===== config.mk =====
export PLATFORM = sky130hd
export DESIGN_NAME = smb_mailbox
export DESIGN_NICKNAME = d
export VERILOG_FILES = /design/src/smb_pkg.sv /design/src/smb_mailbox.sv /design/src/smb_pin_sync.sv
export VERILOG_INCLUDE_DIRS = /design/src
export SDC_FILE = /design/constraint.sdc
export NUM_CORES = 1
export LEC_CHECK = 0
export BUFFER_PORTS_ARGS = -buffer_cell sky130_fd_sc_hd__clkbuf_2
export CAP_MARGIN = 20
export CORE_MARGIN = 4
export CORE_UTILIZATION = 59
export CTS_BUF_LIST = sky130_fd_sc_hd__clkbuf_16
export CTS_CLUSTER_SIZE = 40
export DETAILED_ROUTE_END_ITERATION = 10
export PLACE_DENSITY = 0.85
export SYNTH_ARGS = -nofsm -noshare
export SYNTH_HDL_FRONTEND = slang
export SYNTH_HIERARCHICAL = 1
export SYNTH_SLANG_ARGS = --single-unit

===== constraint.sdc =====
create_clock -name i_clk -period 4.9 [get_ports i_clk]
set_input_delay 0.98 -clock i_clk [delete_from_list [all_inputs] [get_ports i_clk]]
set_output_delay 0.98 -clock i_clk [all_outputs]
set_load 0.05 [all_outputs]

===== src/smb_params.svh =====
// Offsets, field positions and reset values of the slave port mailbox
`ifndef SMB_PARAMS_SVH
`define SMB_PARAMS_SVH

// ----------------------------------------
// Register indices, byte address is four times the index
// ----------------------------------------
`define SMB_IDX_CMD      6'h20
`define SMB_IDX_DATA1    6'h21
`define SMB_IDX_DATA2    6'h22
`define SMB_IDX_STATUS   6'h23
`define SMB_IDX_CONTROL  6'h24
`define SMB_IDX_IRQ_STAT 6'h25
`define SMB_IDX_IRQ_MASK 6'h26

// ----------------------------------------
// Pin-side select codes
// ----------------------------------------
`define SMB_SEL_CMD      2'h0
`define SMB_SEL_DATA1    2'h1
`define SMB_SEL_DATA2    2'h2
`define SMB_SEL_STATUS   2'h3

// ----------------------------------------
// Status flag positions: full flags and command irq flags
// ----------------------------------------
`define SMB_ST_M_CMD_IRQ 7
`define SMB_ST_M_FULL0   4
`define SMB_ST_S_CMD_IRQ 3
`define SMB_ST_S_FULL0   0

// ----------------------------------------
// Control fields
// ----------------------------------------
`define SMB_CR_IGN_BOOT  7
`define SMB_CR_BOOT_LSB  5
`define SMB_CR_ENABLE    3
`define SMB_CR_PRIO_LSB  0
`define SMB_CR_RESET     8'h08
`define SMB_BOOT_PORT    2'h1

// ----------------------------------------
// Interrupt event bits
// ----------------------------------------
`define SMB_EV_CMD_IN    0
`define SMB_EV_DATA_IN   1
`define SMB_EV_CMD_TAKEN 2
`define SMB_EV_WIDTH     3

`endif


===== src/smb_pkg.sv =====
// Types shared by the slave port mailbox
package smb_pkg;
   typedef enum logic [1:0] {
      SMB_ST_IDLE = 2'b01,
      SMB_ST_ACK  = 2'b10
   } smb_bus_state_e;
   typedef logic [7:0] smb_byte_t;
endpackage


===== src/smb_mailbox.sv =====
// Slave port mailbox with full flags, attention output and Avalon-MM registers
// Operation
// Master command write full, slave read empties
// Master waits for empty before next byte
// Status shows full state of every mailbox
// Master command write interrupts slave when enabled
// Slave command write asserts attention output
// Slave command read raises nothing toward master
// Master dummy command write still interrupts slave
// Status read peeks without handshake side effects
// Only master starts messages; slave signals aside
// Interrupt priority writable at any time
// Master resets and boots slave via port; no reset output exists; o_boot_from_port follows i_boot_mode unless control bit 7 is set
// Command irq flags cleared by status writes
// Two-bit priority field, zero disables interrupt; unmasked irq_stat events still raise o_irq at priority zero
// Master selects registers with two select inputs
// Attention drops on master read or clear
//
// The address map and the Avalon-MM interface to the registers were decided locally.
`timescale 1ns/1ns
`include "smb_params.svh"
module smb_mailbox #(
   parameter int DW = 8
) (
   input  wire logic          i_clk,
   input  wire logic          i_reset,
   // Avalon-MM slave, slave core side
   input  wire logic [7:0]    i_avs_address,
   input  wire logic          i_avs_read,
   input  wire logic          i_avs_write,
   input  wire logic [31:0]   i_avs_writedata,
   input  wire logic [3:0]    i_avs_byteenable,
   output logic [31:0]        o_avs_readdata,
   output logic               o_avs_waitrequest,
   // Master processor pins
   input  wire logic          i_master_cs_n,
   input  wire logic          i_master_rd_n,
   input  wire logic          i_master_wr_n,
   input  wire logic [1:0]    i_port_select_inputs,
   input  wire logic [DW-1:0] i_master_data,
   output logic [DW-1:0]      o_master_data,
   output logic               o_master_data_oe,
   output logic               o_attention_to_master_n,
   input  wire logic [1:0]    i_boot_mode,
   // Slave core side
   output logic               o_boot_from_port,
   output logic [1:0]         o_irq_priority,
   output logic               o_irq
);
   smb_pkg::smb_bus_state_e           state;
   smb_pkg::smb_bus_state_e           next_state;
   smb_pkg::smb_byte_t                m_mbox [3];
   smb_pkg::smb_byte_t                s_mbox [3];
   logic [7:0]                        status;
   logic [7:0]                        control;
   logic [`SMB_EV_WIDTH-1:0]          irq_stat;
   logic [`SMB_EV_WIDTH-1:0]          irq_mask;
   logic                              attn;
   logic                              m_rd_active;
   logic                              m_rd_done;
   logic                              m_wr_done;
   logic [1:0]                        m_sel;
   logic [DW-1:0]                     m_wdata;
   logic [1:0]                        boot_mode;
   logic                              port_on;
   logic                              s_req;
   logic                              s_wr;
   logic                              s_rd;
   logic [5:0]                        s_idx;
   logic                              s_lane0;
   logic [7:0]                        s_wbyte;
   logic                              m_wr;
   logic                              m_rd;
   logic [`SMB_EV_WIDTH-1:0]          ev;

   // ----------------------------------------
   // Helpers
   // ----------------------------------------
   // Mailbox index for a register index, or 3 when it is not a mailbox
   function automatic logic [1:0] mbox_of(input logic [5:0] idx);
      case (idx)
         `SMB_IDX_CMD:   mbox_of = 2'h0;
         `SMB_IDX_DATA1: mbox_of = 2'h1;
         `SMB_IDX_DATA2: mbox_of = 2'h2;
         default:        mbox_of = 2'h3;
      endcase
   endfunction

   // ----------------------------------------
   // Master pin synchronisation
   // ----------------------------------------
   smb_pin_sync #(
      .DW (DW)
   ) u_sync (
      .i_clk       (i_clk),
      .i_reset     (i_reset),
      .i_cs_n      (i_master_cs_n),
      .i_rd_n      (i_master_rd_n),
      .i_wr_n      (i_master_wr_n),
      .i_sel       (i_port_select_inputs),
      .i_data      (i_master_data),
      .i_boot_mode (i_boot_mode),
      .o_rd_active (m_rd_active),
      .o_rd_done   (m_rd_done),
      .o_wr_done   (m_wr_done),
      .o_sel       (m_sel),
      .o_wdata     (m_wdata),
      .o_boot_mode (boot_mode)
   );

   assign port_on = control[`SMB_CR_ENABLE];
   // Pin accesses count only while the port is enabled
   assign m_wr    = m_wr_done & port_on;
   assign m_rd    = m_rd_done & port_on;

   // ----------------------------------------
   // Avalon-MM handshake
   // ----------------------------------------
   // One wait state: read data is registered before waitrequest drops
   assign s_req   = i_avs_read | i_avs_write;
   assign s_idx   = i_avs_address[7:2];
   assign s_lane0 = i_avs_byteenable[0];
   assign s_wbyte = i_avs_writedata[7:0];
   assign s_wr    = (state == smb_pkg::SMB_ST_ACK) & i_avs_write & s_lane0;
   assign s_rd    = (state == smb_pkg::SMB_ST_ACK) & i_avs_read;

   always_comb begin
      next_state = state;
      case (state)
         smb_pkg::SMB_ST_IDLE: begin
            if (s_req) begin
               next_state = smb_pkg::SMB_ST_ACK;
            end
         end
         smb_pkg::SMB_ST_ACK: begin
            next_state = smb_pkg::SMB_ST_IDLE;
         end
         default: begin
            next_state = smb_pkg::SMB_ST_IDLE;
         end
      endcase
   end

   always_ff @(posedge i_clk or posedge i_reset) begin
      if (i_reset) begin
         state <= smb_pkg::SMB_ST_IDLE;
      end else begin
         state <= next_state;
      end
   end

   assign o_avs_waitrequest = s_req & (state != smb_pkg::SMB_ST_ACK);

   // Slave reads never touch attention, only the master-side flags
   always_ff @(posedge i_clk or posedge i_reset) begin
      if (i_reset) begin
         o_avs_readdata <= '0;
      end else if (state == smb_pkg::SMB_ST_IDLE && i_avs_read) begin
         case (s_idx)
            `SMB_IDX_CMD:      o_avs_readdata <= {24'h0, m_mbox[0]};
            `SMB_IDX_DATA1:    o_avs_readdata <= {24'h0, m_mbox[1]};
            `SMB_IDX_DATA2:    o_avs_readdata <= {24'h0, m_mbox[2]};
            `SMB_IDX_STATUS:   o_avs_readdata <= {24'h0, status};
            `SMB_IDX_CONTROL:  o_avs_readdata <= {24'h0, control[7], boot_mode,
                                                  1'b0, control[3:0]};
            `SMB_IDX_IRQ_STAT: o_avs_readdata <= {29'h0, irq_stat};
            `SMB_IDX_IRQ_MASK: o_avs_readdata <= {29'h0, irq_mask};
            default:           o_avs_readdata <= '0;
         endcase
      end
   end

   // ----------------------------------------
   // Mailbox data
   // ----------------------------------------
   // Master-written side; a dummy byte is stored like any other
   always_ff @(posedge i_clk or posedge i_reset) begin
      if (i_reset) begin
         m_mbox[0] <= '0;
         m_mbox[1] <= '0;
         m_mbox[2] <= '0;
      end else if (m_wr && m_sel != `SMB_SEL_STATUS) begin
         m_mbox[m_sel] <= m_wdata;
      end
   end

   // Slave-written side; data regs let the slave post info unasked
   always_ff @(posedge i_clk or posedge i_reset) begin
      if (i_reset) begin
         s_mbox[0] <= '0;
         s_mbox[1] <= '0;
         s_mbox[2] <= '0;
      end else if (s_wr && mbox_of(s_idx) != 2'h3) begin
         s_mbox[mbox_of(s_idx)] <= s_wbyte;
      end
   end

   // Pin read data; registered every cycle while the strobe is active, held after it
   always_ff @(posedge i_clk or posedge i_reset) begin
      if (i_reset) begin
         o_master_data    <= '0;
         o_master_data_oe <= 1'b0;
      end else begin
         o_master_data_oe <= m_rd_active & port_on;
         if (m_rd_active) begin
            if (m_sel == `SMB_SEL_STATUS) begin
               o_master_data <= status;
            end else begin
               o_master_data <= s_mbox[m_sel];
            end
         end
      end
   end

   // ----------------------------------------
   // Full flags
   // ----------------------------------------
   // Setting events are applied after clears so that a set always wins
   always_ff @(posedge i_clk or posedge i_reset) begin
      if (i_reset) begin
         status <= '0;
      end else begin
         // Slave reads of master-written mailboxes empty them
         if (s_rd && mbox_of(s_idx) != 2'h3) begin
            status[`SMB_ST_M_FULL0 + mbox_of(s_idx)] <= 1'b0;
         end
         if (s_wr && s_idx == `SMB_IDX_STATUS) begin
            status[`SMB_ST_M_CMD_IRQ] <= 1'b0;
         end
         // Master reads of slave-written mailboxes; status peek does nothing
         if (m_rd && m_sel != `SMB_SEL_STATUS) begin
            status[`SMB_ST_S_FULL0 + m_sel] <= 1'b0;
         end
         if (m_wr && m_sel == `SMB_SEL_STATUS) begin
            status[`SMB_ST_S_CMD_IRQ] <= 1'b0;
         end
         if (m_wr && m_sel != `SMB_SEL_STATUS) begin
            status[`SMB_ST_M_FULL0 + m_sel] <= 1'b1;
            if (m_sel == `SMB_SEL_CMD) begin
               status[`SMB_ST_M_CMD_IRQ] <= 1'b1;
            end
         end
         if (s_wr && mbox_of(s_idx) != 2'h3) begin
            status[`SMB_ST_S_FULL0 + mbox_of(s_idx)] <= 1'b1;
            if (s_idx == `SMB_IDX_CMD) begin
               status[`SMB_ST_S_CMD_IRQ] <= 1'b1;
            end
         end
      end
   end

   // ----------------------------------------
   // Attention toward the master
   // ----------------------------------------
   // Only a slave command write raises it; slave reads never do
   always_ff @(posedge i_clk or posedge i_reset) begin
      if (i_reset) begin
         attn <= 1'b0;
      end else if (s_wr && s_idx == `SMB_IDX_CMD) begin
         attn <= 1'b1;
      end else if ((m_rd && m_sel == `SMB_SEL_CMD) ||
                   (m_wr && m_sel == `SMB_SEL_STATUS)) begin
         attn <= 1'b0;
      end
   end

   assign o_attention_to_master_n = ~attn;

   // ----------------------------------------
   // Control register
   // ----------------------------------------
   // Priority may change inside a handler, e.g. drop to polling after byte one
   always_ff @(posedge i_clk or posedge i_reset) begin
      if (i_reset) begin
         control <= `SMB_CR_RESET;
      end else if (s_wr && s_idx == `SMB_IDX_CONTROL) begin
         control <= {s_wbyte[7], 3'h0, s_wbyte[3:0]};
      end
   end

   // Boot via the port while the boot pins ask for it and are obeyed
   always_ff @(posedge i_clk or posedge i_reset) begin
      if (i_reset) begin
         o_boot_from_port <= 1'b0;
      end else begin
         o_boot_from_port <= ~control[`SMB_CR_IGN_BOOT] &
                             (boot_mode == `SMB_BOOT_PORT);
      end
   end

   assign o_irq_priority = control[`SMB_CR_PRIO_LSB +: 2];

   // ----------------------------------------
   // Interrupts
   // ----------------------------------------
   assign ev[`SMB_EV_CMD_IN]    = m_wr & (m_sel == `SMB_SEL_CMD);
   assign ev[`SMB_EV_DATA_IN]   = m_wr & (m_sel == `SMB_SEL_DATA1 ||
                                          m_sel == `SMB_SEL_DATA2);
   assign ev[`SMB_EV_CMD_TAKEN] = m_rd & (m_sel == `SMB_SEL_CMD);

   // Write one to clear; a simultaneous event keeps its bit set
   always_ff @(posedge i_clk or posedge i_reset) begin
      if (i_reset) begin
         irq_stat <= '0;
      end else if (s_wr && s_idx == `SMB_IDX_IRQ_STAT) begin
         irq_stat <= (irq_stat & ~s_wbyte[`SMB_EV_WIDTH-1:0]) | ev;
      end else begin
         irq_stat <= irq_stat | ev;
      end
   end

   always_ff @(posedge i_clk or posedge i_reset) begin
      if (i_reset) begin
         irq_mask <= '0;
      end else if (s_wr && s_idx == `SMB_IDX_IRQ_MASK) begin
         irq_mask <= s_wbyte[`SMB_EV_WIDTH-1:0];
      end
   end

   // Command flag drives the port interrupt unless priority is zero
   assign o_irq = (status[`SMB_ST_M_CMD_IRQ] & (o_irq_priority != 2'h0)) |
                  (|(irq_stat & irq_mask));
endmodule


===== src/smb_pin_sync.sv =====
// Master-side pin synchroniser and access strobe extraction
`timescale 1ns/1ns
module smb_pin_sync #(
   parameter int DW = 8
) (
   input  wire logic          i_clk,
   input  wire logic          i_reset,
   input  wire logic          i_cs_n,
   input  wire logic          i_rd_n,
   input  wire logic          i_wr_n,
   input  wire logic [1:0]    i_sel,
   input  wire logic [DW-1:0] i_data,
   input  wire logic [1:0]    i_boot_mode,
   output logic               o_rd_active,
   output logic               o_rd_done,
   output logic               o_wr_done,
   output logic [1:0]         o_sel,
   output logic [DW-1:0]      o_wdata,
   output logic [1:0]         o_boot_mode
);
   localparam int W = 3 + 2 + DW + 2;
   logic [W-1:0] meta;
   logic [W-1:0] sync;
   logic         rd_q;
   logic         wr_q;
   logic         rd_now;
   logic         wr_now;

   // ----------------------------------------
   // Two-stage synchroniser
   // ----------------------------------------
   always_ff @(posedge i_clk or posedge i_reset) begin
      if (i_reset) begin
         // Strobes rest high, so no false access follows reset
         meta <= {3'b111, {(W-3){1'b0}}};
         sync <= {3'b111, {(W-3){1'b0}}};
      end else begin
         meta <= {i_cs_n, i_rd_n, i_wr_n, i_sel, i_data, i_boot_mode};
         sync <= meta;
      end
   end

   assign rd_now = ~sync[W-1] & ~sync[W-2];
   assign wr_now = ~sync[W-1] & ~sync[W-3];

   // Access ends on strobe release: data is settled and the master has sampled
   always_ff @(posedge i_clk or posedge i_reset) begin
      if (i_reset) begin
         rd_q    <= 1'b0;
         wr_q    <= 1'b0;
         o_sel   <= '0;
         o_wdata <= '0;
      end else begin
         rd_q <= rd_now;
         wr_q <= wr_now;
         if (rd_now | wr_now) begin
            o_sel   <= sync[W-4:W-5];
            o_wdata <= sync[W-6:2];
         end
      end
   end

   assign o_rd_active = rd_now;
   assign o_rd_done   = rd_q & ~rd_now;
   assign o_wr_done   = wr_q & ~wr_now;
   assign o_boot_mode = sync[1:0];
endmodule


After elaboration in Yosys (flattened, before gate mapping)
Cells that the tools add are included.
{"block": "word_totals", "out_inout_bits": 47, "elab_cells": 151, "regBits": 154, "in_bits": 63}
{"block": "classes", "mux": 35, "eq_ne": 17, "bitwise": 39, "n_reduce_logical": 24, "addsub": 2, "magnitude_cmp": 12}
{"op": "two-way mux 8 bit", "count": 9}
{"op": "case mux 8 bit (7 select lines)", "count": 1}
{"op": "bitwise mux 24 bit", "count": 2}
{"op": "equality test 6 bit (second input constant)", "count": 7}
{"op": "demux 8 bit (select 2 bit)", "count": 2}
{"op": "logical AND 1 bit", "count": 18}
{"op": "AND 1 bit", "count": 16}
{"op": "AND 8 bit", "count": 2}
{"op": "binary-select mux 8 bit (select 2 bit)", "count": 1}
{"op": "two-way mux 1 bit", "count": 10}
{"op": "adder 3 x 2 -> 4 bit (first input constant)", "count": 2}
{"op": ">= comparator 4 x 1 -> 1 bit (second input constant)", "count": 2}
{"op": "< comparator 2 x 4 -> 1 bit (second input constant)", "count": 2}
{"op": "< comparator 4 bit (second input constant)", "count": 2}
{"op": "two-way mux 2 bit", "count": 4}
{"op": "!= test 2 bit (second input constant)", "count": 4}
{"op": "inverter 4 -> 8 bit", "count": 1}
{"op": "inverter 8 bit", "count": 1}
{"op": "OR 8 x 4 -> 8 bit", "count": 1}
{"op": "OR 8 bit", "count": 1}
{"op": "inverter 1 bit", "count": 7}
{"op": "AND 3 bit", "count": 2}
{"op": "demux 1 bit (select 3 bit)", "count": 2}
{"op": "equality test 2 x 1 -> 1 bit (second input constant)", "count": 3}
{"op": "15 further kinds", "count": 27}

Depth between registers and ports, before layout
Gate-level depths: netlist of the first run.
{"block": "depth", "word_depth": 23, "depth_mapped": 6, "depth_no_buf": 5}

By module
Netlist of the first run, hierarchy kept.
{"mod": "smb_mailbox", "n_inst": 1, "area_each_um2": 4319.1, "cells_each": 338, "seq_area_each_um2": 2204.6}
{"mod": "smb_pin_sync", "n_inst": 1, "area_each_um2": 1226.2, "cells_each": 60, "seq_area_each_um2": 1058.5}

Worst setup path after synthesis of the first run
OpenSTA, ideal clock, no wires.
{"block": "synth_timing", "path_kind": "input-to-output", "startpoint": "input port i_avs_write", "endpoint": "output port o_avs_waitrequest", "arrival_time_ns": 1.775, "cell_stages": 2, "n_path_buf": 0, "slack_ns": 2.145, "path_cell_list": "nor2_1 > a21oi_1"}
{"block": "synth_via", "elab_chain_len": 2}
{"element": "from (decl)", "line": "smb_mailbox.sv:30", "text": "input wire logic i_avs_write,"}
{"element": "OR 1 bit", "line": "smb_mailbox.sv:120", "text": "assign s_req = i_avs_read | i_avs_write;"}
{"element": "AND 1 bit", "line": "smb_mailbox.sv:152", "text": "assign o_avs_waitrequest = s_req & (state != smb_pkg::SMB_ST_ACK);"}
{"element": "to (decl)", "line": "smb_mailbox.sv:34", "text": "output logic o_avs_waitrequest,"}
Every way passes these cells.

Worst setup path after layout of the first run
{"block": "layout_timing", "startpoint": "input port i_avs_address[6]", "endpoint": "register s_mbox[6] (netlist bit)"}
{"block": "layout_via", "elab_chain_len": 9}
{"element": "from (decl)", "line": "smb_mailbox.sv:28", "text": "input wire logic [7:0] i_avs_address,"}
{"element": "equality test 6 bit", "line": "smb_mailbox.sv:81", "text": "case (idx)"}
{"element": "case mux 2 bit (3 select lines) (*)", "line": "smb_mailbox.sv:81"}
{"element": "two-way mux 2 bit", "line": "smb_mailbox.sv:193", "text": "end else if (s_wr && mbox_of(s_idx) != 2'h3) begin"}
{"element": "inverter 2 -> 3 bit (not written as such)", "line": "smb_mailbox.sv:194", "text": "s_mbox[mbox_of(s_idx)] <= s_wbyte;"}
{"element": ">= comparator 3 bit (not written as such) / < comparator 3 x 1 -> 1 bit (equally long branches)", "line": "smb_mailbox.sv:194"}
{"element": "logical AND 1 bit (not written as such)", "line": "smb_mailbox.sv:194"}
{"element": "two-way mux 8 bit (not written as such)", "line": "smb_mailbox.sv:194"}
{"element": "demux 8 bit (select 2 bit)", "line": "smb_mailbox.sv:194"}
{"element": "bitwise mux 24 bit", "line": "smb_mailbox.sv:194"}
{"element": "to (signal, indexed assignment)", "line": "smb_mailbox.sv:194"}
{"element": "to (decl)", "line": "smb_mailbox.sv:53", "text": "smb_pkg::smb_byte_t s_mbox [3];"}
Mark *: on every way between the ends. The rest lies on a longest branch, timed or not. The select of a mux whose other input is x is not followed.
A chain may end at the register's enable or synchronous reset.

==> results of run 1 <==
metrics by stage:
step	hold slack, ps	instance area (µm²)	instances	utilization [%]
floorplan	331	5630	421	-
global placement	332	5780	547	62.9
detailed placement	336	5780	547	62.9
CTS	350	6390	579	69.5
global route	352	6400	580	69.6
finish	348	6400	580	69.6
worst min path at each step:
| stage | slack (ps) | cells past startpoint | to |
|---|---|---|---|
| after floorplan | 330 | 0 | u_sync/sync[0]$_DFF_PP0_ |
| after global placement | 330 | 0 | u_sync/sync[3]$_DFF_PP0_ |
| after detailed placement | 340 | 0 | u_sync/sync[11]$_DFF_PP0_ |
| after CTS | 350 | 0 | u_sync/sync[2]$_DFF_PP0_ |
| after global routing | 350 | 0 | u_sync/sync[9]$_DFF_PP0_ |
| final | 350 | 0 | u_sync/sync[4]$_DFF_PP0_ |
power by group through the flow:
stage	Clock [mW]	Sequential (mW)	Combinational (mW)
floorplan	0	1.26	0.224
global placement	0	1.22	0.325
detailed placement	0	1.22	0.332
CTS	1.30	1.20	0.337
global route	1.35	1.21	0.363
finish	1.28	1.20	0.338
area by class of cell:
type                            count  area (µm²)  area share (%)
Clock buffer                       17         425            6.65
Clock inverter                     15         185            2.89
Inverter                           18        68.8            1.08
Multi-Input combinational cell    229        2010            31.4
Sequential cell                   130        3260            51.0
Tap cell                          111         139            2.17
Timing Repair Buffer               60         310            4.85
per-layer routing:
metal	global-route usage (%)	vias up	share of wire, %
li1	-	1513	-
met1	28.6	1807	41
met2	34.6	169	50
met3	6.49	22	7.2
met4	8.53	0	2.2
met5	0	-	0
registers in the layout (all words and copies together) (netlist names):
signal / count
m_mbox: 24
u_sync/o_wdata: 8
o_boot_from_port: 1
u_sync/rd_q: 1
control: 5
u_sync/wr_q: 1
u_sync/sync: 15
o_master_data: 8
state: 2
irq_stat: 3
o_master_data_oe: 1
s_mbox: 24
attn: 1
u_sync/o_sel: 2
u_sync/meta: 15
status: 8
irq_mask: 3
o_avs_readdata: 8
logic make-up after synthesis:
family	synth area share, %
DFF	58.8
muxes	19.1
buffers and inverters	6.59
and+or+nand+nor	6.97
AOI/OAI and AO/OA	7.56
adders and majority gates	0.903
other	0.0676
critical path: cells and delay by family:
kind | cells | cell delay [ps]
simple gates | 2 | 1510
mux | 1 | 420
buf+inv | 1 | 70
cell usage in the layout, fill, tap and decap left out, drive strengths merged, types with 8 or more instances in the layout:
cell and count:
clkbuf 73, clkinv 8, conb 24, dfrtp 122, dfstp 8, inv 18
mux2 74, nand2 17, o21ai 9, o22ai 8
==> PnR_summary.wiki, run 1 <==
{| class="wikitable"
! Metric !! Value
|-
| Core footprint || ~0.0092 mm²
|-
| Share of layout cells above drive strength 1 || 40.5%
|-
| Number of core rows || 35
|-
| Net count of the finished layout || 523
|-
| DR WL/cell || around 20 µm
|-
| Die W || ~100 µm
|-
| Shortest period the worst path allows || 2710 ps
|-
| Filler cell count || between 500 and 600
|-
| Most frequent cell after synthesis || sky130_fd_sc_hd__dfrtp_1
|-
| Clk pin slew, worst setup/hold paths || 60 ps
|-
| Iter 0 DRT Violations || 315
|-
| Critical setup path kind || in2reg
|-
| Switching power as a share of total power || between 20% and 30%
|-
| DRC || 0
|-
| Critical-path maximum fanout || 19
|-
| Total routing usage reported by global routing || 21.8%
|-
| Port-buffer cells || 56
|-
| # Max-Cap Violations || 0
|-
| Routed via count || between 3000 and 4000
|-
| Sinks on Clock Net || 130
|-
| RePlAce Congestion || 0.869
|-
| Most common library cells after synthesis || 122 x sky130_fd_sc_hd__dfrtp_1, 69 x sky130_fd_sc_hd__mux2_2, 28 x sky130_fd_sc_hd__buf_4
|-
| Critical-path cell with the highest stage delay || sky130_fd_sc_hd__nor4_4
|-
| Pre-CTS setup slack || 1810 ps
|-
| Async SR Flop Fraction || 100%
|-
| Clock latency reported for the late side of the worst-skew pair || 410 ps
|-
| Combinational group share of total power || 12.0%
|-
| Peak supply drop || 0.275 mV
|-
| Number of detailed-route iterations in the first pass || 5
|-
| Via-per-instance ratio || between 6 and 7
|-
| Area growth from synthesis to layout || 15.4%
|-
| Cell-by-cell trace of the critical path || clkbuf_2 > or3b_1 > nor4_4 > mux2_2
|-
| R2R cell count || 4
|-
| HP Start || u_sync/meta[4]$_DFF_PP0_
|-
| Sum of negative setup slack || 0 ps
|-
| Final WS setup || 2190 ps
|-
| Unique masters post-synth || 48
|-
| Synth Flop Type || sky130_fd_sc_hd__dfrtp_1
|-
| Maximum buffer depth of the clock tree || 2
|-
| Clock network power share || 45.4%
|-
| Number of flops mapped to enable cells by yosys || 0
|-
| Ranking of synthesized cells by area || sky130_fd_sc_hd__dfrtp_1 55%, sky130_fd_sc_hd__mux2_2 14%, sky130_fd_sc_hd__buf_4 3.8%, sky130_fd_sc_hd__dfstp_2 3.8%, sky130_fd_sc_hd__mux4_2 2.4%
|-
| Startpoint types || primary input
|-
| Syn Inst Count || 398
|-
| Clock tree from TritonCTS || built
|-
| Crit path launch || i_avs_address[6]
|-
| Clock root cell || sky130_fd_sc_hd__clkbuf_16
|-
| Number of diodes added for antenna fixing || 0
|-
| Minimum setup slack among reg-to-reg paths || 2420 ps
|-
| Post-synthesis instance area || roughly 0.0055 mm²
|-
| Total Die Area || 0.0110 mm²
|-
| Half-perimeter wire length after placement || between 7000 and 8000 µm
|-
| Slew Limit Fails || 0
|-
| Worst clock skew || 5.44 ps
|-
| Seq/Total Area, Yosys || between 50% and 60%
|-
| Run status || finished clean
|-
| Final count of hold timing violations || 0
|-
| Sum of internal, switching and leakage power || between 2 and 3 mW
|-
| Maximum number of pins on one net before global-route repair || 46
|-
| Fraction of the cycle the final worst path needs || between 50 and 60%
|-
| Unrepaired setup endpoints after global routing || false
|-
| Initial core utilization || 60.3%
|-
| Endpoints failing setup || 0
|-
| Power density cells || 441 mW/mm²
|-
| Overall overflow remaining after global route || 0
|-
| Peak Freq || 368 MHz
|-
| Class of the tightest hold or removal check || reg2reg
|-
| Number of buffers inserted by hold repair at cts || 0
|-
| Element type at the critical path end || flop
|-
| Post-CTS Setup Inserts || 0
|-
| Required time at the worst-slack endpoint || 5190 ps
|-
| Count of yosys warnings during synthesis || 6
|-
| Count of pins on the block boundary || 110
|-
| Worst relative slew slack || 45.8%
|-
| Post_cts resized || 0
|-
| Mean Syn Cell Area || roughly 14 µm²
|-
| Worst-margin pin slew || ~800 ps
|-
| H-tree depth || 4
|-
| Post-synth top area cell || sky130_fd_sc_hd__dfrtp_1
|-
| Wire length of the first global-routing pass || 18700 µm
|-
| Number of clock buffers inserted by TritonCTS || 17
|-
| Net Switching || around 0.77 mW
|-
| Total detailed-routing wirelength || 11300 µm
|-
| Height of the die || approximately 100 µm
|-
| Portion of total power attributed to sequential cells || a little over two fifths
|-
| Arrival time of data at the critical path endpoint || 3000 ps
|-
| Vias in the first global route || 3546
|-
| Post-synthesis sequential element count || 130
|-
| Static power due to leakage || 3.11 nW
|-
| Startpoint of the lowest-slack register-to-register path || u_sync/o_sel[1]$_DFFE_PP0P_
|-
| Power Internal || 2.05 mW
|-
| Maximum single-stage delay on the critical path || just over 800 ps
|-
| Last element of the critical path || s_mbox[6]$_DFFE_PP0P_
|-
| Initial antenna violation count || 0
|-
| Antenna Violating Nets Remaining || 0
|-
| Share of the synthesized area in the top cell type || 55.1%
|-
| Endpoint of the worst register-to-register path || m_mbox[20]$_DFFE_PP0P_
|}
(Power assumes the default switching activity.)
==> run 2, diff against run 1 <==
Settings changed: ABC_AREA set to 1, CORE_UTILIZATION 59 to 55, PLACE_DENSITY 0.85 to 0.8.
Clock period 4.9 ns to 2.8 ns, I/O delays scaled along.
==> run 2 against run 1 <==
Against the previous run: combinational power up 74%; clock power up 77%; final area is 2.0% higher; hold slack got worse by 160 ps; register-to-register slack got worse by 1900 ps; core utilization fell by 3.7 points; sequential share of layout area is 1.0 points lower; critical endpoint is now m_mbox[0]$_DFFE_PP0P_.
==> PnR_summary.wiki, run 2 <==
{| class="wikitable"
! Metric !! Value
|-
| Combinational group share of total power || 11.9% (was 12.0%)
|-
| Clock root cell || sky130_fd_sc_hd__clkbuf_16 (unchanged)
|-
| Number of diodes added for antenna fixing || 0 (unchanged)
|-
| Number of buffers inserted by hold repair at cts || 0 (unchanged)
|-
| Total detailed-routing wirelength || 12100 µm (was 11300 µm)
|-
| Clk pin slew, worst setup/hold paths || 60 ps (about the same)
|-
| Area growth from synthesis to layout || 15.5% (was 15.4%)
|-
| Sum of negative setup slack || 0 ps (unchanged)
|-
| Post-synthesis mux area share || 0% (was 19.1%)
|-
| Class of the tightest hold or removal check || in2async (was reg2reg)
|-
| Sum of internal, switching and leakage power || 4.93 mW (was 2.82 mW)
|-
| Synth Area in XOR/XNOR || 0% (unchanged)
|-
| Via-per-instance ratio || 5.20 (was 6.05)
|-
| Portion of total power attributed to sequential cells || 42.1% (was 42.7%)
|-
| Maximum single-stage delay on the critical path || 530 ps (was 820 ps)
|-
| Seq/Total Area, Yosys || 57.8% (was 58.8%)
|-
| Half-perimeter wire length after placement || 8300 µm (was 7240 µm)
|-
| Most frequent cell after synthesis || sky130_fd_sc_hd__nand2_1 (was sky130_fd_sc_hd__dfrtp_1)
|-
| Worst relative slew slack || 44.4% (was 45.8%)
|-
| DRC || 0 (unchanged)
|-
| Compound-Gate Fraction of Synth Area || 9.43% (was 7.56%)
|-
| Power density cells || 754 mW/mm² (was 441 mW/mm²)
|-
| Critical-path cell with the highest stage delay || sky130_fd_sc_hd__dfstp_2 (was sky130_fd_sc_hd__nor4_4)
|-
| Slew Limit Fails || 0 (unchanged)
|-
| Most common library cells after synthesis || 175 x sky130_fd_sc_hd__nand2_1, 122 x sky130_fd_sc_hd__dfrtp_1, 61 x sky130_fd_sc_hd__o21ai_0 (was 122 x sky130_fd_sc_hd__dfrtp_1, 69 x sky130_fd_sc_hd__mux2_2, 28 x sky130_fd_sc_hd__buf_4)
|-
| Share of the synthesized area in the top cell type || 54.0% (was 55.1%)
|-
| Unique masters post-synth || 27 (was 48)
|-
| Post-synthesis instance area || 0.00565 mm² (was 0.00555 mm²)
|-
| Combinational family with the most area after synthesis || simple AND/OR/NAND/NOR gates (was multiplexers)
|-
| Critical Path Most Common Cell || sky130_fd_sc_hd__nand2_1
|-
| Element type at the critical path end || flop (unchanged)
|-
| Critical path buffer and inverter count || 2 (was 1)
|-
| Routed via count || 4318 (was 3511)
|-
| Clock network power share || 46.0% (was 45.4%)
|-
| Clock latency reported for the late side of the worst-skew pair || 400 ps (was 410 ps)
|-
| Overall overflow remaining after global route || 0 (unchanged)
|-
| Vias in the first global route || 4131 (was 3546)
|-
| Arrival time of data at the critical path endpoint || 2610 ps (was 3000 ps)
|-
| Critical-path maximum fanout || 17 (was 19)
|-
| Worst clock skew || 5.03 ps (was 5.44 ps)
|-
| H-tree depth || 4 (unchanged)
|-
| Post-synthesis sequential element count || 130 (unchanged)
|-
| Run status || finished clean (unchanged)
|-
| Required time at the worst-slack endpoint || 3100 ps (was 5190 ps)
|-
| Endpoints failing setup || 0 (unchanged)
|-
| Initial core utilization || 57.0% (was 60.3%)
|-
| Peak Freq || 433 MHz
|-
| Startpoint of the lowest-slack register-to-register path || u_sync/sync[14]$_DFF_PP1_ (was u_sync/o_sel[1]$_DFFE_PP0P_)
|-
| Maximum number of pins on one net before global-route repair || 43 (was 46)
|-
| Post_cts resized || 0 (unchanged)
|-
| Largest registers || m_mbox: 24 flops, s_mbox: 24 flops (unchanged)
|-
| Total routing usage reported by global routing || 22.0% (was 21.8%)
|-
| Number of core rows || 36 (was 35)
|-
| Post-CTS Setup Inserts || 0 (unchanged)
|-
| Iter 0 DRT Violations || 375 (was 315)
|-
| Worst-margin pin slew || 835 ps (was 805 ps)
|-
| Number of flops mapped to enable cells by yosys || 0 (unchanged)
|-
| Switching power as a share of total power || 26.8% (was 27.4%)
|-
| # Max-Cap Violations || 0 (unchanged)
|-
| Power Internal || 3.60 mW (was 2.05 mW)
|-
| Final WS setup || 493 ps (was 2190 ps)
|-
| Synth Area in Adders || 0.886% (was 0.903%)
|-
| Static power due to leakage || 3.29 nW (was 3.11 nW)
|-
| Post-synth top area cell || sky130_fd_sc_hd__dfrtp_1 (unchanged)
|-
| Count of yosys warnings during synthesis || 6 (unchanged)
|-
| Number of clock buffers inserted by TritonCTS || 17 (unchanged)
|-
| Number of detailed-route iterations in the first pass || 5 (unchanged)
|-
| Syn Inst Count || 629 (was 398)
|-
| Commonest cells after routing, fill and taps aside || 175 x sky130_fd_sc_hd__nand2_1, 122 x sky130_fd_sc_hd__dfrtp_1, 61 x sky130_fd_sc_hd__o21ai_0, 56 x sky130_fd_sc_hd__clkbuf_2, 52 x sky130_fd_sc_hd__inv_1 (was 122 x sky130_fd_sc_hd__dfrtp_1, 69 x sky130_fd_sc_hd__mux2_2, 56 x sky130_fd_sc_hd__clkbuf_2, 24 x sky130_fd_sc_hd__conb_1)
|-
| Share of layout cells above drive strength 1 || 18.3% (was 40.5%)
|-
| Final count of hold timing violations || 0 (unchanged)
|-
| Pre-CTS setup slack || 548 ps (was 1810 ps)
|-
| Fraction of the cycle the final worst path needs || approximately 82%
|-
| Antenna Violating Nets Remaining || 0 (unchanged)
|-
| Cell-by-cell trace of the critical path || inv_1 > nand2_1 > inv_1 > nor2_1 > nand2_1 > nor2_2 > nand2_1 > o21ai_0 (was clkbuf_2 > or3b_1 > nor4_4 > mux2_2)
|-
| Crit path launch || u_sync/sync[14]$_DFF_PP1_ (was i_avs_address[6])
|-
| Total Die Area || 0.0120 mm² (was 0.0110 mm²)
|-
| Port-buffer cells || 56 (unchanged)
|-
| Initial antenna violation count || 0 (unchanged)
|-
| Most common library cell in the layout ignoring fill and taps || sky130_fd_sc_hd__nand2_1 (was sky130_fd_sc_hd__dfrtp_1)
|-
| Net Switching || 1.32 mW (was 0.775 mW)
|-
| Share of synthesized cell area in and, or, nand and nor gates || 22.3% (was 6.97%)
|-
| Mean Syn Cell Area || 8.98 µm² (was 13.9 µm²)
|-
| RePlAce Congestion || 0.903 (was 0.869)
|-
| Height of the die || 109 µm (was 105 µm)
|-
| Core footprint || 0.00991 mm² (was 0.00920 mm²)
|-
| Startpoint types || flop (was primary input)
|-
| Unrepaired setup endpoints after global routing || false (unchanged)
|-
| Shortest period the worst path allows || 2310 ps
|-
| End-of-flow core utilization || 65.9% (was 69.6%)
|-
| Sinks on Clock Net || 130 (unchanged)
|-
| Wire length of the first global-routing pass || 20000 µm (was 18700 µm)
|-
| Synth Flop Type || sky130_fd_sc_hd__dfrtp_1 (unchanged)
|-
| Die W || 109 µm (was 105 µm)
|-
| Maximum buffer depth of the clock tree || 2 (unchanged)
|-
| Async SR Flop Fraction || 100% (unchanged)
|-
| DR WL/cell || 14.6 µm (was 19.5 µm)
|-
| Clock tree from TritonCTS || built (unchanged)
|-
| Crit path max-delay family || simple AND/OR/NAND/NOR gates (unchanged)
|-
| Net count of the finished layout || 752 (was 523)
|-
| Critical setup path kind || reg2reg (was in2reg)
|-
| Peak supply drop || 0.346 mV (was 0.275 mV)
|-
| Count of pins on the block boundary || 110 (unchanged)
|-
| Ranking of synthesized cells by area || sky130_fd_sc_hd__dfrtp_1 54%, sky130_fd_sc_hd__nand2_1 12%, sky130_fd_sc_hd__o21ai_0 5.4%, sky130_fd_sc_hd__buf_4 4.0%, sky130_fd_sc_hd__nand3_1 3.8% (was sky130_fd_sc_hd__dfrtp_1 55%, sky130_fd_sc_hd__mux2_2 14%, sky130_fd_sc_hd__buf_4 3.8%, sky130_fd_sc_hd__dfstp_2 3.8%, sky130_fd_sc_hd__mux4_2 2.4%)
|}
run 2: cell types whose count changed after synthesis, sizes merged, moves of 12 or more:
cell,previous run,this run
mux2,74,0
o21ai,9,86
nand3,4,45
nand4,0,12
inv,17,55
nor2,5,53
nand2,17,181
run 2: kinds of logic after synthesis:
group / after synthesis
buf+inv: 103
flops: 130
fa+ha+maj: 4
other cells: 1
simple gates: 294
compound gates: 97
run 2: worst paths after layout:
path	endpoint	slack (ps)	depth (start not counted)
min in group i_clk	u_sync/meta[12]$_DFF_PP1_	230	1
min reg2reg	u_sync/sync[9]$_DFF_PP0_	350	0
max	m_mbox[0]$_DFFE_PP0P_	490	8
max reg2reg	m_mbox[0]$_DFFE_PP0P_	490	8
min	s_mbox[23]$_DFFE_PP0P_	180	2
max in group asynchronous	m_mbox[12]$_DFFE_PP0P_	2000	3
run 2: per-stage QoR:
stage	cells	hold WS (ps)	area, µm²
after CTS	831	186	6530
after detailed placement	799	335	5910
after global routing	831	204	6530
final	831	184	6530
after global placement	799	334	5910
after floorplan	652	331	5740
run 2: power groups by stage:
stage | clock network, mW | logic [mW] | registers (mW)
after CTS | 2.29 | 0.590 | 2.07
after global placement | 0 | 0.571 | 2.10
after global routing | 2.38 | 0.648 | 2.08
after floorplan | 0 | 0.377 | 2.18
final | 2.27 | 0.587 | 2.07
after detailed placement | 0 | 0.585 | 2.10
run 2: layout make-up:
type,instances,area [µm²]
Timing Repair Buffer,62,338
Multi-Input combinational cell,419,1930
Inverter,55,210
Tap cell,133,166
Fill cell,777,3380
Clock buffer,17,425
Sequential cell,130,3260
Clock inverter,15,193
run 2: per-layer routing:
layer / share of wire, % / wire [µm] / global-route usage [%] / vias up
met5: 0 / 0 / 0 / -
met4: 1.9 / 235 / 9.71 / 0
met3: 8.4 / 1020 / 6.22 / 21
met2: 47 / 5670 / 34.1 / 191
met1: 43 / 5170 / 29.1 / 2016
li1: - / - / - / 2090
==> run 3, diff against run 2 <==
Settings changed: ABC_AREA 1 to 0.
Clock period 2.8 ns to 2.25 ns, I/O delays scaled along.
==> run 3 against run 2 <==
Against the previous run: count of clock-buffer cells in the layout unchanged; via count decreased by 20%; combinational power increased by 31%; sequential share of layout area about the same; power increased by 18%; non-clock buffer count increased by 15; clock power increased by 7%; sequential power increased by 27%; cell count decreased by 26%; critical path type is now reg2out; largest power group is now sequential cells.
==> PnR_summary.wiki, run 3 (synthesis gave the netlist of run 1 again) <==
{| class="wikitable"
! Metric !! Value
|-
| Run status || finished clean (unchanged)
|-
| Port-buffer cells || 56 (unchanged)
|-
| Final count of hold timing violations || 0 (unchanged)
|-
| Initial antenna violation count || 0 (unchanged)
|-
| Clock latency reported for the late side of the worst-skew pair || 410 ps (was 400 ps)
|-
| Iter 0 DRT Violations || 209 (was 375)
|-
| Unrepaired setup endpoints after global routing || false (unchanged)
|-
| H-tree depth || 4 (unchanged)
|-
| Final WS setup || 260 ps (was 493 ps)
|-
| Overall overflow remaining after global route || 0 (unchanged)
|-
| Placed Instances || 587 (was 799)
|-
| DRC || 0 (unchanged)
|-
| Area growth from synthesis to layout || 17.8% (was 15.5%)
|-
| Half-perimeter wire length after placement || 7800 µm (was 8300 µm)
|-
| Post_cts resized || 0 (unchanged)
|-
| Worst-margin pin slew || 596 ps (was 835 ps)
|-
| Commonest cells after routing, fill and taps aside || 122 x sky130_fd_sc_hd__dfrtp_1, 69 x sky130_fd_sc_hd__mux2_2, 56 x sky130_fd_sc_hd__clkbuf_2, 24 x sky130_fd_sc_hd__conb_1 (was 175 x sky130_fd_sc_hd__nand2_1, 122 x sky130_fd_sc_hd__dfrtp_1, 61 x sky130_fd_sc_hd__o21ai_0, 56 x sky130_fd_sc_hd__clkbuf_2, 52 x sky130_fd_sc_hd__inv_1)
|-
| Core footprint || 0.00977 mm² (was 0.00991 mm²)
|-
| Clk pin slew, worst setup/hold paths || 60 ps (about the same)
|-
| Number of buffers inserted by hold repair at cts || 0 (unchanged)
|-
| Share of layout cells above drive strength 1 || 42.4% (was 18.3%)
|-
| Net count of the finished layout || 540 (was 752)
|-
| Number of diodes added for antenna fixing || 0 (unchanged)
|-
| Routed via count || 3465 (was 4318)
|-
| Multi-input gate area in the final layout || 0.00201 mm² (was 0.00193 mm²)
|-
| Total routing usage reported by global routing || 21.4% (was 22.0%)
|-
| Critical-path maximum fanout || 3 (was 17)
|-
| Total Die Area || 0.0118 mm² (was 0.0120 mm²)
|-
| Number of clock buffers inserted by TritonCTS || 17 (unchanged)
|-
| Arrival time of data at the critical path endpoint || 1540 ps (was 2610 ps)
|-
| Filler cell count || 699 (was 777)
|-
| Sequential Area || 0.00326 mm² (unchanged)
|-
| Largest registers || m_mbox: 24 flops, s_mbox: 24 flops (unchanged)
|-
| Worst clock skew || 6.74 ps (was 5.03 ps)
|-
| Final instance count without filler cells || 619 (was 831)
|-
| Vias in the first global route || 3614 (was 4131)
|-
| Class of the tightest hold or removal check || in2async (unchanged)
|-
| Critical setup path kind || reg2out (was reg2reg)
|-
| Required time at the worst-slack endpoint || 1800 ps (was 3100 ps)
|-
| Maximum number of pins on one net before global-route repair || 47 (was 43)
|-
| Startpoint types || flop (unchanged)
|-
| Clock root cell || sky130_fd_sc_hd__clkbuf_16 (unchanged)
|-
| Via-per-instance ratio || 5.60 (was 5.20)
|-
| Number of core rows || 36 (unchanged)
|-
| Initial core utilization || 56.7% (was 57.0%)
|-
| DR WL/cell || 18.6 µm (was 14.6 µm)
|-
| Wire length of the first global-routing pass || 19000 µm (was 20000 µm)
|-
| Peak supply drop || 0.580 mV (was 0.346 mV)
|-
| Power density cells || 892 mW/mm² (was 754 mW/mm²)
|-
| Sinks on Clock Net || 130 (unchanged)
|-
| RePlAce Congestion || 0.877 (was 0.903)
|-
| Die W || 108 µm (was 109 µm)
|-
| Clock tree from TritonCTS || built (unchanged)
|-
| Count of pins on the block boundary || 110 (unchanged)
|-
| Total detailed-routing wirelength || 11500 µm (was 12100 µm)
|-
| Maximum buffer depth of the clock tree || 2 (unchanged)
|-
| Shortest period the worst path allows || 1990 ps
|-
| Pre-CTS setup slack || 133 ps (was 548 ps)
|-
| # Max-Cap Violations || 0 (unchanged)
|-
| Slew Limit Fails || 0 (unchanged)
|-
| Static power due to leakage || 3.16 nW (was 3.29 nW)
|-
| Post-CTS Setup Inserts || 0 (unchanged)
|-
| Endpoints failing setup || 0 (unchanged)
|-
| Worst relative slew slack || 60.2% (was 44.4%)
|-
| Antenna Violating Nets Remaining || 0 (unchanged)
|-
| Number of detailed-route iterations in the first pass || 5 (unchanged)
|-
| Element type at the critical path end || primary output (was flop)
|-
| Fraction of the cycle the final worst path needs || around 88%
|-
| Most common library cell in the layout ignoring fill and taps || sky130_fd_sc_hd__dfrtp_1 (was sky130_fd_sc_hd__nand2_1)
|-
| Peak Freq || around 500 MHz
|-
| Height of the die || 108 µm (was 109 µm)
|-
| Sum of negative setup slack || 0 ps (unchanged)
|}
run 3: report_power, final:
part	internal (mW)	switching, mW	leakage, nW
clock network	1.41	1.04	0.242
logic	0.235	0.532	1.26
registers	2.50	0.122	1.66
run 3: metal layers:
metal / vias up / GRT usage, % / wire [µm]
li1: 1552 / - / -
met5: - / 0 / 0
met4: 0 / 8.48 / 217
met3: 18 / 5.43 / 627
met1: 1770 / 27.6 / 4800
met2: 125 / 35.0 / 5880
run 3: worst paths after layout:
| path | startpoint | endpoint | slack (ps) | cells past startpoint |
|---|---|---|---|---|
| max | irq_stat[0]$_DFF_PP0_ | o_irq | 260 | 3 |
| min | i_reset | m_mbox[14]$_DFFE_PP0P_ | 100 | 2 |
| max reg2reg | u_sync/o_sel[0]$_DFFE_PP0P_ | m_mbox[19]$_DFFE_PP0P_ | 410 | 5 |
| min reg2reg | u_sync/meta[6]$_DFF_PP0_ | u_sync/sync[6]$_DFF_PP0_ | 350 | 0 |
| max in group asynchronous | i_reset | m_mbox[20]$_DFFE_PP0P_ | 1500 | 3 |
| min in group i_clk | i_master_rd_n | u_sync/meta[13]$_DFF_PP1_ | 120 | 1 |
run 3: layout make-up:
| type | instances | area share [%] |
|---|---|---|
| Inverter | 18 | 1.09 |
| Multi-Input combinational cell | 229 | 30.8 |
| Timing Repair Buffer | 77 | 7.47 |
| Clock buffer | 17 | 6.51 |
| Clock inverter | 15 | 1.69 |
| Sequential cell | 130 | 49.9 |
| Tap cell | 133 | 2.55 |
run 3: per-stage QoR:
| stage | utilization, % | area [µm²] | hold WS (ps) | total power [mW] |
|---|---|---|---|---|
| after floorplan | - | 5640 | 331 | 3.22 |
| after global placement | 61.4 | 6000 | 332 | 3.38 |
| after detailed placement | 61.4 | 6000 | 335 | 3.41 |
| after CTS | 66.8 | 6530 | 106 | 5.86 |
| after global routing | 66.8 | 6530 | 101 | 6.06 |
| final | 66.8 | 6530 | 105 | 5.83 |
run 3: critical path: stages (launching register included):
cell	delay, ps
sky130_fd_sc_hd__dfrtp_1	400
sky130_fd_sc_hd__a222oi_1	360
sky130_fd_sc_hd__nand2_1	120
sky130_fd_sc_hd__clkbuf_2	260
